--- config.mk ---
export PLATFORM = sky130hd
export DESIGN_NAME = ccs_clock_select
export DESIGN_NICKNAME = d
export VERILOG_FILES = /design/src/ccs_pkg.sv /design/src/ccs_clk_div.sv /design/src/ccs_glitch_mux.sv /design/src/ccs_clock_select.sv
export SDC_FILE = /design/constraint.sdc
export NUM_CORES = 1
export LEC_CHECK = 0
export ABC_AREA = 0
export ABC_CLOCK_PERIOD_IN_PS = 2700
export BUFFER_PORTS_ARGS = -buffer_cell sky130_fd_sc_hd__buf_2
export CAP_MARGIN = 20
export CORE_ASPECT_RATIO = 0.8
export CORE_MARGIN = 1
export CORE_UTILIZATION = 28
export CTS_BUF_LIST = sky130_fd_sc_hd__clkbuf_8
export CTS_CLUSTER_SIZE = 20
export DETAILED_ROUTE_END_ITERATION = 7
export PLACE_DENSITY = 0.47
export SLEW_MARGIN = 40
export SYNTH_ARGS = -nofsm -noshare
export SYNTH_HDL_FRONTEND = slang
export SYNTH_SLANG_ARGS = --single-unit
--- constraint.sdc ---
create_clock -name core_clk_i -period 2.7 [get_ports core_clk_i]
set_input_delay 0.675 -clock core_clk_i [delete_from_list [all_inputs] [get_ports core_clk_i]]
set_output_delay 0.675 -clock core_clk_i [all_outputs]
set_load 0.005 [all_outputs]
--- src/ccs_pkg.sv ---
package ccs_pkg;

  // ----------------------------------------------------------------
  // bus layout
  // ----------------------------------------------------------------
  localparam int CCS_AW = 12;
  localparam int CCS_DW = 32;
  localparam logic [7:0] CCS_SEL_IDX = 8'hA9;
  localparam logic [7:0] CCS_OSC_IDX = 8'hAA;
  localparam logic [11:0] CCS_SEL_ADDR = {2'h0, CCS_SEL_IDX, 2'h0};
  localparam logic [11:0] CCS_OSC_ADDR = {2'h0, CCS_OSC_IDX, 2'h0};

  // ----------------------------------------------------------------
  // field positions
  // ----------------------------------------------------------------
  localparam int CCS_SYS_LSB = 0;
  localparam int CCS_USB_LSB = 4;
  localparam int CCS_INT_EN_BIT = 0;
  localparam int CCS_MODE_LSB = 4;
  localparam int CCS_XVALID_BIT = 7;
  localparam int CCS_MULTIPLIER_INPUT_FIELD_LSB = 8;
  localparam int CCS_ACT_SYS_LSB = 12;
  localparam int CCS_ACT_USB_LSB = 16;
  localparam int CCS_ACT_MUL_LSB = 20;

  // ----------------------------------------------------------------
  // reset values
  // ----------------------------------------------------------------
  localparam logic [1:0] CCS_SYS_RST = 2'h0;
  localparam logic [2:0] CCS_USB_RST = 3'h0;
  localparam logic CCS_INT_EN_RST = 1'b1;
  localparam logic [2:0] CCS_MODE_RST = 3'h0;
  localparam logic [1:0] CCS_MULTIPLIER_INPUT_FIELD_RST = 2'h0;

  // ----------------------------------------------------------------
  // source codes
  // ----------------------------------------------------------------
  localparam logic [1:0] CCS_SYS_INT = 2'h0;
  localparam logic [1:0] CCS_SYS_EXT = 2'h1;
  localparam logic [1:0] CCS_SYS_MULT = 2'h2;
  localparam logic [2:0] CCS_USB_MULT = 3'h0;
  localparam logic [2:0] CCS_USB_INT_D2 = 3'h1;
  localparam logic [2:0] CCS_USB_EXT = 3'h2;
  localparam logic [2:0] CCS_USB_EXT_D2 = 3'h3;
  localparam logic [2:0] CCS_USB_EXT_D3 = 3'h4;
  localparam logic [2:0] CCS_USB_EXT_D4 = 3'h5;
  localparam logic [1:0] CCS_MUL_INT = 2'h0;
  localparam logic [1:0] CCS_MUL_EXT = 2'h1;
  localparam logic [1:0] CCS_MUL_EXT_D2 = 2'h2;
  localparam logic [1:0] CCS_XTAL_MODE = 2'h3;

  typedef struct packed {
    logic int_osc_div;
    logic int_osc_raw;
    logic ext_osc;
    logic mult_out;
  } ccs_src_type;

  typedef enum logic {CCS_RUN, CCS_PARK} ccs_mux_state_type;

endpackage

--- src/ccs_clk_div.sv ---
`timescale 1ns/1ps
`default_nettype none
module ccs_clk_div
  import ccs_pkg::*;
#(
  parameter int DIV = 2,
  parameter int CW = 2
)
(
  input wire logic core_clk_i,
  input wire logic rst_n_i,
  input wire logic src_i,
  output logic clk_o
);

  localparam logic [CW-1:0] LAST = CW'(DIV - 1);
  localparam logic [CW-1:0] HIGH = CW'((DIV + 1) / 2);

  logic prev_r;
  logic [CW-1:0] cnt_r;
  logic [CW-1:0] cnt_nxt;
  logic out_r;
  logic out_nxt;

  // ----------------------------------------------------------------
  // count source rising edges
  // ----------------------------------------------------------------
  always_comb
  begin
    cnt_nxt = cnt_r;
    if (src_i && !prev_r)
    begin
      cnt_nxt = (cnt_r == LAST) ? '0 : cnt_r + CW'(1);
    end
    out_nxt = (cnt_nxt < HIGH);
  end

  always_ff @(posedge core_clk_i or negedge rst_n_i)
  begin
    if (!rst_n_i)
    begin
      prev_r <= 1'b0;
      cnt_r <= '0;
      out_r <= 1'b0;
    end
    else
    begin
      prev_r <= src_i;
      cnt_r <= cnt_nxt;
      out_r <= out_nxt;
    end
  end

  assign clk_o = out_r;

endmodule // ccs_clk_div
`default_nettype wire

--- src/ccs_glitch_mux.sv ---
`timescale 1ns/1ps
`default_nettype none
module ccs_glitch_mux
  import ccs_pkg::*;
#(
  parameter int N = 3,
  parameter int SW = 2
)
(
  input wire logic core_clk_i,
  input wire logic rst_n_i,
  input wire logic [N-1:0] src_i,
  input wire logic [SW-1:0] sel_i,
  output logic clk_o,
  output logic [SW-1:0] cur_o
);

  localparam logic [SW-1:0] LAST = SW'(N - 1);

  ccs_mux_state_type state_r;
  ccs_mux_state_type state_nxt;
  logic [SW-1:0] cur_r;
  logic [SW-1:0] cur_nxt;
  logic out_r;
  logic out_nxt;
  logic want;

  // ----------------------------------------------------------------
  // park while the old source is low, take the new one only while it is low
  // ----------------------------------------------------------------
  always_comb
  begin
    state_nxt = state_r;
    cur_nxt = cur_r;
    out_nxt = 1'b0;
    // reserved codes leave the current source running
    want = (sel_i != cur_r) && (sel_i <= LAST);
    case (state_r)
      CCS_RUN:
      begin
        out_nxt = src_i[cur_r];
        if (want && !src_i[cur_r])
        begin
          state_nxt = CCS_PARK;
          out_nxt = 1'b0;
        end
      end
      CCS_PARK:
      begin
        if (!want)
        begin
          // resume the old source only while it is low, so no runt high
          if (!src_i[cur_r])
          begin
            state_nxt = CCS_RUN;
          end
        end
        else if (!src_i[sel_i])
        begin
          cur_nxt = sel_i;
          state_nxt = CCS_RUN;
        end
      end
      default:
      begin
        state_nxt = CCS_RUN;
      end
    endcase
  end

  always_ff @(posedge core_clk_i or negedge rst_n_i)
  begin
    if (!rst_n_i)
    begin
      state_r <= CCS_RUN;
      cur_r <= '0;
      out_r <= 1'b0;
    end
    else
    begin
      state_r <= state_nxt;
      cur_r <= cur_nxt;
      out_r <= out_nxt;
    end
  end

  assign clk_o = out_r;
  assign cur_o = cur_r;

endmodule // ccs_glitch_mux
`default_nettype wire

--- src/ccs_clock_select.sv ---
// Summary of operation
// [RULE_01] internal oscillator selectable immediately after enable, no wait imposed
// [RULE_02] hardware sets crystal valid flag once external oscillator has settled
// [RULE_03] software waits 1 ms after crystal enable before reading valid flag
// [RULE_04] system source: 00 internal divided, 01 external, 10 multiplier/2, 11 reserved
// [RULE_05] external oscillator always forwarded to timers, counter array and USB
// [RULE_06] system source switchable at runtime; software picks only settled sources
// [RULE_07] USB source: multiplier, int/2, ext, ext/2, ext/3, ext/4; 110/111 reserved
// [RULE_08] software sets USB clock to 48 MHz full speed, 6 MHz low speed
// [RULE_09] select layout: bit7 zero, 6:4 USB, 3:2 zero, 1:0 system
// [RULE_10] full speed: multiplier fed by recovered internal or 12 MHz crystal
// [RULE_11] low speed: internal/2 or 24 MHz crystal divided by 4
// [RULE_12] multiplier input: 00 internal, 01 external, 10 external/2, 11 reserved
// [RULE_13] crystal valid flag meaningful only in crystal mode codes
// [RULE_14] clock multiplexers switch without runt pulses or glitches
//
// The APB slave port was decided locally.
`timescale 1ns/1ps
`default_nettype none
module ccs_clock_select
  import ccs_pkg::*;
(
  input wire logic core_clk_i,
  input wire logic rst_n_i,
  input wire logic psel_i,
  input wire logic penable_i,
  input wire logic pwrite_i,
  input wire logic [CCS_AW-1:0] paddr_i,
  input wire logic [CCS_DW-1:0] pwdata_i,
  input wire logic [3:0] pstrb_i,
  output logic [CCS_DW-1:0] prdata_o,
  output logic pready_o,
  output logic pslverr_o,
  input wire ccs_src_type src_i,
  input wire logic ext_osc_stable_i,
  output logic sys_clk_o,
  output logic usb_clk_o,
  output logic mult_in_clk_o,
  output logic periph_ext_clk_o,
  output logic int_osc_en_o,
  output logic [2:0] ext_osc_mode_o
);

  // ----------------------------------------------------------------
  // declarations
  // ----------------------------------------------------------------
  logic [1:0] sys_field_r;
  logic [1:0] sys_field_nxt;
  logic [2:0] usb_field_r;
  logic [2:0] usb_field_nxt;
  logic int_en_r;
  logic int_en_nxt;
  logic [2:0] mode_r;
  logic [2:0] mode_nxt;
  logic [1:0] multiplier_input_field_r;
  logic [1:0] multiplier_input_field_nxt;
  logic xvalid_r;
  logic xvalid_nxt;
  logic pready_r;
  logic pready_nxt;
  logic pslverr_r;
  logic pslverr_nxt;
  logic [CCS_DW-1:0] prdata_r;
  logic [CCS_DW-1:0] prdata_nxt;
  logic [CCS_DW-1:0] rdata;
  logic ext_fwd_r;
  logic access;
  logic commit;
  logic hit_sel;
  logic hit_osc;
  logic ext_d2;
  logic ext_d3;
  logic ext_d4;
  logic int_d2;
  logic mult_d2;
  logic [1:0] act_sys;
  logic [2:0] act_usb;
  logic [1:0] act_mul;
  logic [2:0] sys_srcs;
  logic [5:0] usb_srcs;
  logic [2:0] mul_srcs;

  // ----------------------------------------------------------------
  // apb decode
  // ----------------------------------------------------------------
  assign access = psel_i && penable_i;
  // the access phase ends at the edge where pready_r is seen high
  assign commit = access && pready_r;
  assign hit_sel = (paddr_i == CCS_SEL_ADDR);
  assign hit_osc = (paddr_i == CCS_OSC_ADDR);

  always_comb
  begin
    rdata = '0;
    if (hit_sel)
    begin
      rdata[CCS_SYS_LSB +: 2] = sys_field_r; // RULE_09
      rdata[CCS_USB_LSB +: 3] = usb_field_r; // RULE_09
    end
    else if (hit_osc)
    begin
      rdata[CCS_INT_EN_BIT] = int_en_r;
      rdata[CCS_MODE_LSB +: 3] = mode_r;
      rdata[CCS_XVALID_BIT] = xvalid_r;
      rdata[CCS_MULTIPLIER_INPUT_FIELD_LSB +: 2] = multiplier_input_field_r;
      rdata[CCS_ACT_SYS_LSB +: 2] = act_sys;
      rdata[CCS_ACT_USB_LSB +: 3] = act_usb;
      rdata[CCS_ACT_MUL_LSB +: 2] = act_mul;
    end
  end

  // ----------------------------------------------------------------
  // register file next state
  // ----------------------------------------------------------------
  always_comb
  begin
    sys_field_nxt = sys_field_r;
    usb_field_nxt = usb_field_r;
    int_en_nxt = int_en_r;
    mode_nxt = mode_r;
    multiplier_input_field_nxt = multiplier_input_field_r;
    pready_nxt = access && !pready_r;
    pslverr_nxt = access && !pready_r && !hit_sel && !hit_osc;
    prdata_nxt = '0;
    if (access && !pready_r && !pwrite_i)
    begin
      prdata_nxt = rdata;
    end
    if (commit && pwrite_i)
    begin
      if (hit_sel && pstrb_i[0])
      begin
        // unused bits are dropped here
        sys_field_nxt = pwdata_i[CCS_SYS_LSB +: 2]; // RULE_09 RULE_06
        usb_field_nxt = pwdata_i[CCS_USB_LSB +: 3]; // RULE_09
      end
      if (hit_osc && pstrb_i[0])
      begin
        int_en_nxt = pwdata_i[CCS_INT_EN_BIT];
        mode_nxt = pwdata_i[CCS_MODE_LSB +: 3];
      end
      if (hit_osc && pstrb_i[1])
      begin
        multiplier_input_field_nxt = pwdata_i[CCS_MULTIPLIER_INPUT_FIELD_LSB +: 2];
      end
    end
  end

  // ----------------------------------------------------------------
  // crystal valid flag
  // ----------------------------------------------------------------
  always_comb
  begin
    // only crystal mode codes can report a settled crystal
    xvalid_nxt = (mode_r[2:1] == CCS_XTAL_MODE) && ext_osc_stable_i; // RULE_02 RULE_13
  end

  // ----------------------------------------------------------------
  // registers
  // ----------------------------------------------------------------
  always_ff @(posedge core_clk_i or negedge rst_n_i)
  begin
    if (!rst_n_i)
    begin
      sys_field_r <= CCS_SYS_RST;
      usb_field_r <= CCS_USB_RST;
      int_en_r <= CCS_INT_EN_RST;
      mode_r <= CCS_MODE_RST;
      multiplier_input_field_r <= CCS_MULTIPLIER_INPUT_FIELD_RST;
      xvalid_r <= 1'b0;
      pready_r <= 1'b0;
      pslverr_r <= 1'b0;
      prdata_r <= '0;
      ext_fwd_r <= 1'b0;
    end
    else
    begin
      sys_field_r <= sys_field_nxt;
      usb_field_r <= usb_field_nxt;
      int_en_r <= int_en_nxt;
      mode_r <= mode_nxt;
      multiplier_input_field_r <= multiplier_input_field_nxt;
      xvalid_r <= xvalid_nxt;
      pready_r <= pready_nxt;
      pslverr_r <= pslverr_nxt;
      prdata_r <= prdata_nxt;
      // external clock runs to peripherals whatever the system source
      ext_fwd_r <= src_i.ext_osc; // RULE_05
    end
  end

  assign prdata_o = prdata_r;
  assign pready_o = pready_r;
  assign pslverr_o = pslverr_r;
  // internal oscillator usable as soon as this bit is set
  assign int_osc_en_o = int_en_r; // RULE_01
  assign ext_osc_mode_o = mode_r;
  assign periph_ext_clk_o = ext_fwd_r; // RULE_05

  // ----------------------------------------------------------------
  // dividers
  // ----------------------------------------------------------------
  ccs_clk_div #(.DIV(2), .CW(2)) u_ext_d2 (
    .core_clk_i(core_clk_i),
    .rst_n_i(rst_n_i),
    .src_i(src_i.ext_osc),
    .clk_o(ext_d2)
  );

  ccs_clk_div #(.DIV(3), .CW(2)) u_ext_d3 (
    .core_clk_i(core_clk_i),
    .rst_n_i(rst_n_i),
    .src_i(src_i.ext_osc),
    .clk_o(ext_d3)
  );

  ccs_clk_div #(.DIV(4), .CW(2)) u_ext_d4 (
    .core_clk_i(core_clk_i),
    .rst_n_i(rst_n_i),
    .src_i(src_i.ext_osc),
    .clk_o(ext_d4)
  );

  ccs_clk_div #(.DIV(2), .CW(2)) u_int_d2 (
    .core_clk_i(core_clk_i),
    .rst_n_i(rst_n_i),
    .src_i(src_i.int_osc_raw),
    .clk_o(int_d2)
  );

  ccs_clk_div #(.DIV(2), .CW(2)) u_mult_d2 (
    .core_clk_i(core_clk_i),
    .rst_n_i(rst_n_i),
    .src_i(src_i.mult_out),
    .clk_o(mult_d2)
  );

  // ----------------------------------------------------------------
  // source vectors, index equals select code
  // ----------------------------------------------------------------
  always_comb
  begin
    sys_srcs = '0;
    sys_srcs[CCS_SYS_INT] = src_i.int_osc_div; // RULE_04
    sys_srcs[CCS_SYS_EXT] = src_i.ext_osc; // RULE_04
    sys_srcs[CCS_SYS_MULT] = mult_d2; // RULE_04
    usb_srcs = '0;
    usb_srcs[CCS_USB_MULT] = src_i.mult_out; // RULE_07
    usb_srcs[CCS_USB_INT_D2] = int_d2; // RULE_07
    usb_srcs[CCS_USB_EXT] = src_i.ext_osc; // RULE_07
    usb_srcs[CCS_USB_EXT_D2] = ext_d2; // RULE_07
    usb_srcs[CCS_USB_EXT_D3] = ext_d3; // RULE_07
    usb_srcs[CCS_USB_EXT_D4] = ext_d4; // RULE_07
    mul_srcs = '0;
    mul_srcs[CCS_MUL_INT] = src_i.int_osc_raw; // RULE_12
    mul_srcs[CCS_MUL_EXT] = src_i.ext_osc; // RULE_12
    mul_srcs[CCS_MUL_EXT_D2] = ext_d2; // RULE_12
  end

  // ----------------------------------------------------------------
  // glitch free selectors
  // ----------------------------------------------------------------
  ccs_glitch_mux #(.N(3), .SW(2)) u_sys_mux ( // RULE_14 RULE_06
    .core_clk_i(core_clk_i),
    .rst_n_i(rst_n_i),
    .src_i(sys_srcs),
    .sel_i(sys_field_r),
    .clk_o(sys_clk_o),
    .cur_o(act_sys)
  );

  ccs_glitch_mux #(.N(6), .SW(3)) u_usb_mux ( // RULE_14
    .core_clk_i(core_clk_i),
    .rst_n_i(rst_n_i),
    .src_i(usb_srcs),
    .sel_i(usb_field_r),
    .clk_o(usb_clk_o),
    .cur_o(act_usb)
  );

  ccs_glitch_mux #(.N(3), .SW(2)) u_mul_mux ( // RULE_14
    .core_clk_i(core_clk_i),
    .rst_n_i(rst_n_i),
    .src_i(mul_srcs),
    .sel_i(multiplier_input_field_r),
    .clk_o(mult_in_clk_o),
    .cur_o(act_mul)
  );

endmodule // ccs_clock_select
`default_nettype wire

Word-level counts from Yosys, hierarchy flattened
Index checks and enable logic that the tools add are counted.
Word-level totals
  output and inout bits: 42
  word-level logic and storage cells: 159
  flip-flop bits (word level): 77
  bits of input ports: 58
Cells by class
  mux-type cells: 56
  reduce and logical (&&, ||, !) cells: 36
  magnitude comparators: 14
  bitwise logic cells: 6
  $add $sub $neg: 5
  equal/unequal tests: 11
Operators by type and width (number)
  $mux W2: 14
  $mux W1: 27
  $eq A12 B10 Y1 const B: 2
  $mux W22: 1
  $logic_and A1 B1 Y1: 20
  $lt A2 B3 Y1 const B: 4
  $mux W3: 4
  $add A2 B1 Y2 const B: 5
  $logic_not A1 Y1: 10
  $reduce_and A3 Y1: 3
  $bmux W1 S2: 4
  $lt A3 B4 Y1 const B: 2
  $bmux W1 S3: 2
  $eq A2 B1 Y1 const B: 3
  $eq A2 B2 Y1 const B: 3
  $lt A2 B1 Y1 const B: 3
  $mux W6: 1
  $not A1 Y1: 6
  $pmux W1 S2: 3
  $reduce_and A2 Y1: 3
  $le A2 B2 Y1 const B: 2
  $lt A2 B2 Y1 const B: 2
  $ne A2 B2 Y1: 2
  $le A3 B3 Y1 const B: 1
  $ne A3 B3 Y1: 1

Depth between registers and ports, before layout
  depth after elaboration: 6
  gate-level depth with buffers: 6
  mapped depth without buffers: 4

Modules after synthesis
A second synthesis with hierarchy kept.
Unflattened totals
  cells, all modules: 222
  area, all modules: 2917.8 µm²
Modules (own cells, without submodules)
  ccs_clock_select: seq. area each 752.0 µm², times used 1, cells each 99, area an instance 1316.3 µm²
  ccs_glitch_mux at u_mul_mux ...: seq. area each 100.1 µm², times used 2, cells each 21, area an instance 247.7 µm²
  ccs_clk_div at u_ext_d2 ...: seq. area each 100.1 µm², times used 3, cells each 10, area an instance 142.6 µm²
  ccs_glitch_mux at u_usb_mux: seq. area each 125.1 µm², times used 1, cells each 31, area an instance 344.1 µm²
  ccs_clk_div at u_ext_d4: seq. area each 100.1 µm², times used 1, cells each 10, area an instance 170.2 µm²
  ccs_clk_div at u_ext_d3: seq. area each 100.1 µm², times used 1, cells each 10, area an instance 163.9 µm²

Worst setup path before layout
No wires, ideal clock.
  path type: input-to-reg
  start: in paddr_i[11]
  end: reg mode_r[0] (netlist: ext_osc_mode_o[0])
  data required time: 2575 ps
  setup slack: 548 ps
  path buffers: 2
  setup time: 125 ps
  arrival time: 2027 ps
  stages on the path: 6
  cell sequence: nor4b_1 > and3_1 > clkbuf_1 > and3_1 > clkbuf_1 > mux2_2
Between the ends
  word-level cells in the longest chain between the ends: 3
RTL lines
  start, declared: line ccs_clock_select.sv:28  | input wire logic [CCS_AW-1:0] paddr_i,
  $eq A12 B10 Y1: line ccs_clock_select.sv:90  | assign hit_osc = (paddr_i == CCS_OSC_ADDR);
  $logic_and A1 B1 Y1: line ccs_clock_select.sv:137  | if (hit_osc && pstrb_i[0])
  $reduce_and A2 Y1 (no source line)
  end signal, assigned: line ccs_clock_select.sv:181  | mode_r <= mode_nxt;
  end, declared: line ccs_clock_select.sv:53  | logic [2:0] mode_r;
Every way passes these cells.
A chain may end at the register's enable or synchronous reset.

Final worst setup path
  start: reg usb_field_r[0]
  end: reg u_usb_mux.cur_r[0] (netlist: u_usb_mux.cur_o[0])
Between the ends
  word-level cells in the longest chain between the ends: 4
  elaborated cells between the ends (all ways): 7
  classes of those cells: 1 x order compare; 1 x eq/ne; 2 x mux; 1 x bitwise; 2 x reduce/logical
RTL lines
  start, declared: line ccs_clock_select.sv:49  | logic [2:0] usb_field_r;
  start signal, assigned: line ccs_clock_select.sv:179  | usb_field_r <= usb_field_nxt;
  $bmux W1 S3: line ccs_glitch_mux.sv:58  | else if (!src_i[sel_i])
  $mux W1 (implied by the code): line ccs_glitch_mux.sv:58
  $not A1 Y1 (no source line)
  $reduce_and A3 Y1 (no source line)
  end signal, assigned: line ccs_glitch_mux.sv:82  | cur_r <= cur_nxt;
  end, declared: line ccs_glitch_mux.sv:22  | logic [SW-1:0] cur_r;
Several ways; a longest one is shown, not always the timed one. The select of a mux whose other input is x is not followed.

==> metrics.log <==
[metrics] max-capacitance violation count: 0
[metrics] synthesized instance count: 220
[metrics] total met3 wirelength after detailed routing: 297 um
[metrics] number of enable-type register cells in the synthesized netlist: 0
[metrics] setup repair after global routing missed its margin: no
[metrics] initial antenna violation count: 0
[metrics] Max Clock Freq: 472 MHz
[metrics] outcome: finished, violations left
[metrics] required time reported for the critical path endpoint: between 2000 and 3000 ps
[metrics] Fillers: just over 900
[metrics] number of setup violations in the final report: 0
[metrics] Core Area: 0.00915 sq mm
[metrics] number of I/O pins: 100
[metrics] pin count of the biggest net entering global routing: 50
[metrics] area of the mapped netlist: around 0.0027 sq mm
[metrics] IR drop worst, VDD: ~0.35 mV
[metrics] final wirelength: 5260 um
[metrics] register cell area after layout: between 0.0015 and 0.002 sq mm
[metrics] Hold Path Class: input port to asynchronous set/reset pin
[metrics] kind of end point of the critical path: flip-flop
[metrics] violation count after the first detailed-route iteration: about 70
[metrics] vias after detailed routing: 1,769
[metrics] horizontal die dimension: 111 um
[metrics] post-synthesis register bit count: 60
[metrics] Post-Syn Area per Cell: 12.1 sq um
[metrics] Chip Height: a little under 90 um
[metrics] Slew Limit Fails: 0
[metrics] worst-path maximum fanout: 6
[metrics] Critical Path Start Type: flip-flop
[metrics] number of cell instances on the worst register-to-register path: 4
[metrics] proportion of synthesized chip area in sequential cells: a little under three fifths
[metrics] DRC violation count after routing: 7
[metrics] antenna cell count: 0
[metrics] share of the clock period used by the worst path after layout: approximately 78%
[metrics] post-synth cell types: 47
[metrics] Placed Cells: 386
[metrics] detailed-route wire length on metal 1: 2620 um
[metrics] clk_skew: 8.72 ps
[metrics] Clock transition at path regs: roughly 70 ps
[metrics] number of buffers created by CTS: 9
[metrics] sum of met2 wire segment lengths after detailed routing: 2300 um
[metrics] highest metal layer with signal wires: met4
[metrics] overflow left after global routing: 0
[metrics] Port Buffer Count: 55
[metrics] most used flip-flop cell after synthesis: sky130_fd_sc_hd__dfrtp_1
[metrics] hold violation total from the final report: 0
[metrics] first-pass GRT wire length: roughly 9000 um
[metrics] drt wl/cell: 13.1 um
[metrics] Post-CTS Setup Bufs: 0
[metrics] Root Buffer: sky130_fd_sc_hd__clkbuf_8
[metrics] final layout net count: 341
[metrics] number of nets with antenna violations after routing: 0
[metrics] Setup TNS: 0 ps
[metrics] post_cts resized: 0
[metrics] number of global-route vias before repair: roughly 1.8k
[metrics] Worst EP arrival: 2340 ps
[metrics] average vias per placed instance: 4.40
[metrics] TritonCTS clock tree: done
[metrics] fraction of final layout cells with drive strength greater than 1: approximately 33%
[metrics] Cell Pwr Density: 664 mW/mm^2
[metrics] First-pass DRT Iterations: 6
[metrics] Tmin final: 2120 ps
[metrics] number of hold-repair buffers added at the cts stage: 0
[metrics] placer's final routability congestion estimate: about 0.77
[metrics] Synth-to-Final Area Change: 21.4%
[metrics] row count: 31
[metrics] area of combinational cells with multiple inputs: 0.00103 sq mm
[metrics] initial core utilization: a little under 30%
[metrics] source-to-sink clock delay at the later pin of the worst-skew pair: 350 ps
[metrics] global-route total usage across every layer: 12.0%
[metrics] Cell Count, Final, Fillers Out: 402
[metrics] placed wire-length estimate: 3750 um
[metrics] H-Tree Depth: 3
[metrics] fraction of synthesis flops using an asynchronous set or reset pin: 100%
[metrics] failing checks: DRC
[metrics] leakage power: 1.66 nW
[metrics] maximum number of buffers from clock root to sink: 2
[metrics] area of the die: just under 0.01 sq mm
[metrics] Yosys Warn Count: 0
[metrics] startpoint-to-endpoint class of the critical path: flip-flop to flip-flop
[metrics] clock sink count: 60
-- where the power goes --
part / internal, mW / switching (mW) / total, mW / leakage (nW)
Sequential: 1.01 / 0.0703 / 1.08 / 0.790
Clock: 0.469 / 0.337 / 0.807 / 0.107
Combinational: 0.125 / 0.136 / 0.260 / 0.766
Total: 1.60 / 0.543 / 2.15 / 1.66
-- metal layers --
layer / vias up / GRT usage (%)
met2: 49 / 18.2
met4: 0 / 4.05
li1: 856 / -
met3: 5 / 6.10
met5: - / 0
met1: 859 / 15.1
-- worst paths after layout --
kind                                   startpoint            endpoint  slack [ps]
max in group asynchronous                 rst_n_i        int_osc_en_o        1910
worst min-delay path                      rst_n_i      sys_field_r[1]         210
min in group core_clk_i         u_mul_mux.state_r     u_mul_mux.clk_o         460
worst min register to register  u_mul_mux.state_r     u_mul_mux.clk_o         460
worst max register to register     usb_field_r[0]  u_usb_mux.cur_o[0]         580
worst max-delay path               usb_field_r[0]  u_usb_mux.cur_o[0]         580
-- final cells by class --
type / count / area share [%]
Timing Repair Buffer: 59 / 9.83
Tap cell: 115 / 4.45
Multi-Input combinational cell: 143 / 31.9
Inverter: 9 / 1.05
Clock inverter: 5 / 1.59
Clock buffer: 11 / 4.68
Sequential cell: 60 / 46.5
-- kinds of logic (layout without fill, tap and decap cells) --
family	count (synthesis)	after routing	share of synthesized area [%]
simple gates	67	67	15.5
flops	60	60	56.4
buf+inv	33	84	7.10
compound gates	30	30	8.27
mux	24	24	10.8
xor+xnor	4	4	1.32
fa+ha+maj	1	1	0.470
other cells	1	17	0.141
-- cell usage in the layout (no fill, tap or decap), types with 2 or more instances in the layout --
master,Yosys,final
sky130_fd_sc_hd__a22oi_1,5,5
sky130_fd_sc_hd__a21boi_0,2,2
sky130_fd_sc_hd__inv_1,9,10
sky130_fd_sc_hd__buf_2,1,55
sky130_fd_sc_hd__o21a_1,2,2
sky130_fd_sc_hd__nand2_1,5,5
sky130_fd_sc_hd__nor3_1,3,3
sky130_fd_sc_hd__a21o_1,3,3
sky130_fd_sc_hd__nor2_1,11,11
sky130_fd_sc_hd__a21oi_1,6,6
sky130_fd_sc_hd__clkinv_2,0,2
sky130_fd_sc_hd__and2_1,11,11
sky130_fd_sc_hd__clkbuf_8,0,11
sky130_fd_sc_hd__nand2b_1,4,4
sky130_fd_sc_hd__o21bai_1,2,2
sky130_fd_sc_hd__or3_1,2,2
sky130_fd_sc_hd__buf_4,17,3
sky130_fd_sc_hd__nor4b_1,3,3
sky130_fd_sc_hd__xor2_1,3,3
sky130_fd_sc_hd__and4b_1,2,2
sky130_fd_sc_hd__dfrtp_1,59,59
sky130_fd_sc_hd__o22ai_1,2,2
sky130_fd_sc_hd__nor2b_1,11,11
sky130_fd_sc_hd__mux4_2,2,2
sky130_fd_sc_hd__conb_1,1,17
sky130_fd_sc_hd__mux2_2,16,16
sky130_fd_sc_hd__mux2i_1,4,4
sky130_fd_sc_hd__mux2_1,2,2
sky130_fd_sc_hd__and3_1,7,7
-- cells in the mapped netlist, drive strengths merged (5+ instances only) --
cell type,n,area share [%]
and3,7,1.6
mux2,18,7.6
nor2,11,1.6
and2,11,2.6
clkbuf,6,0.85
buf,18,5.0
a21oi,6,1.1
nand2,5,0.70
dfrtp,59,55
a22oi,5,1.4
nor2b,11,2.6
inv,9,1.3
-- through the flow --
step / utilization, % / hold slack, ps / setup WS [ps] / cell area (sq um) / total power [mW]
after floorplan: - / 379 / 548 / 2720 / 1.27
after global placement: 33.1 / 439 / 327 / 3030 / 1.35
after detailed placement: 33.1 / 440 / 322 / 3030 / 1.36
after CTS: 35.3 / 195 / 556 / 3230 / 2.19
after global routing: 35.3 / 201 / 488 / 3230 / 2.28
final: 35.3 / 206 / 581 / 3230 / 2.15
-- critical path, cell delays in order (launching register included) --
cell and delay (ps):
sky130_fd_sc_hd__dfrtp_1 480, sky130_fd_sc_hd__mux4_2 540, sky130_fd_sc_hd__a221o_1 390, sky130_fd_sc_hd__nor3_4 230, sky130_fd_sc_hd__mux2_1 350
-- registers in the layout, indices dropped and copies added, names as in the netlist, 2 cells and up --
register / flops
u_ext_d2.cnt_r: 2
u_mult_d2.cnt_r: 2
u_usb_mux.cur_o: 3
u_int_d2.cnt_r: 2
u_ext_d4.cnt_r: 2
u_ext_d3.cnt_r: 2
ext_osc_mode_o: 3
usb_field_r: 3
prdata_o: 15
multiplier_input_field_r: 2
sys_field_r: 2
u_sys_mux.cur_o: 2
u_mul_mux.cur_o: 2
Power figures use the tool's default switching activity.
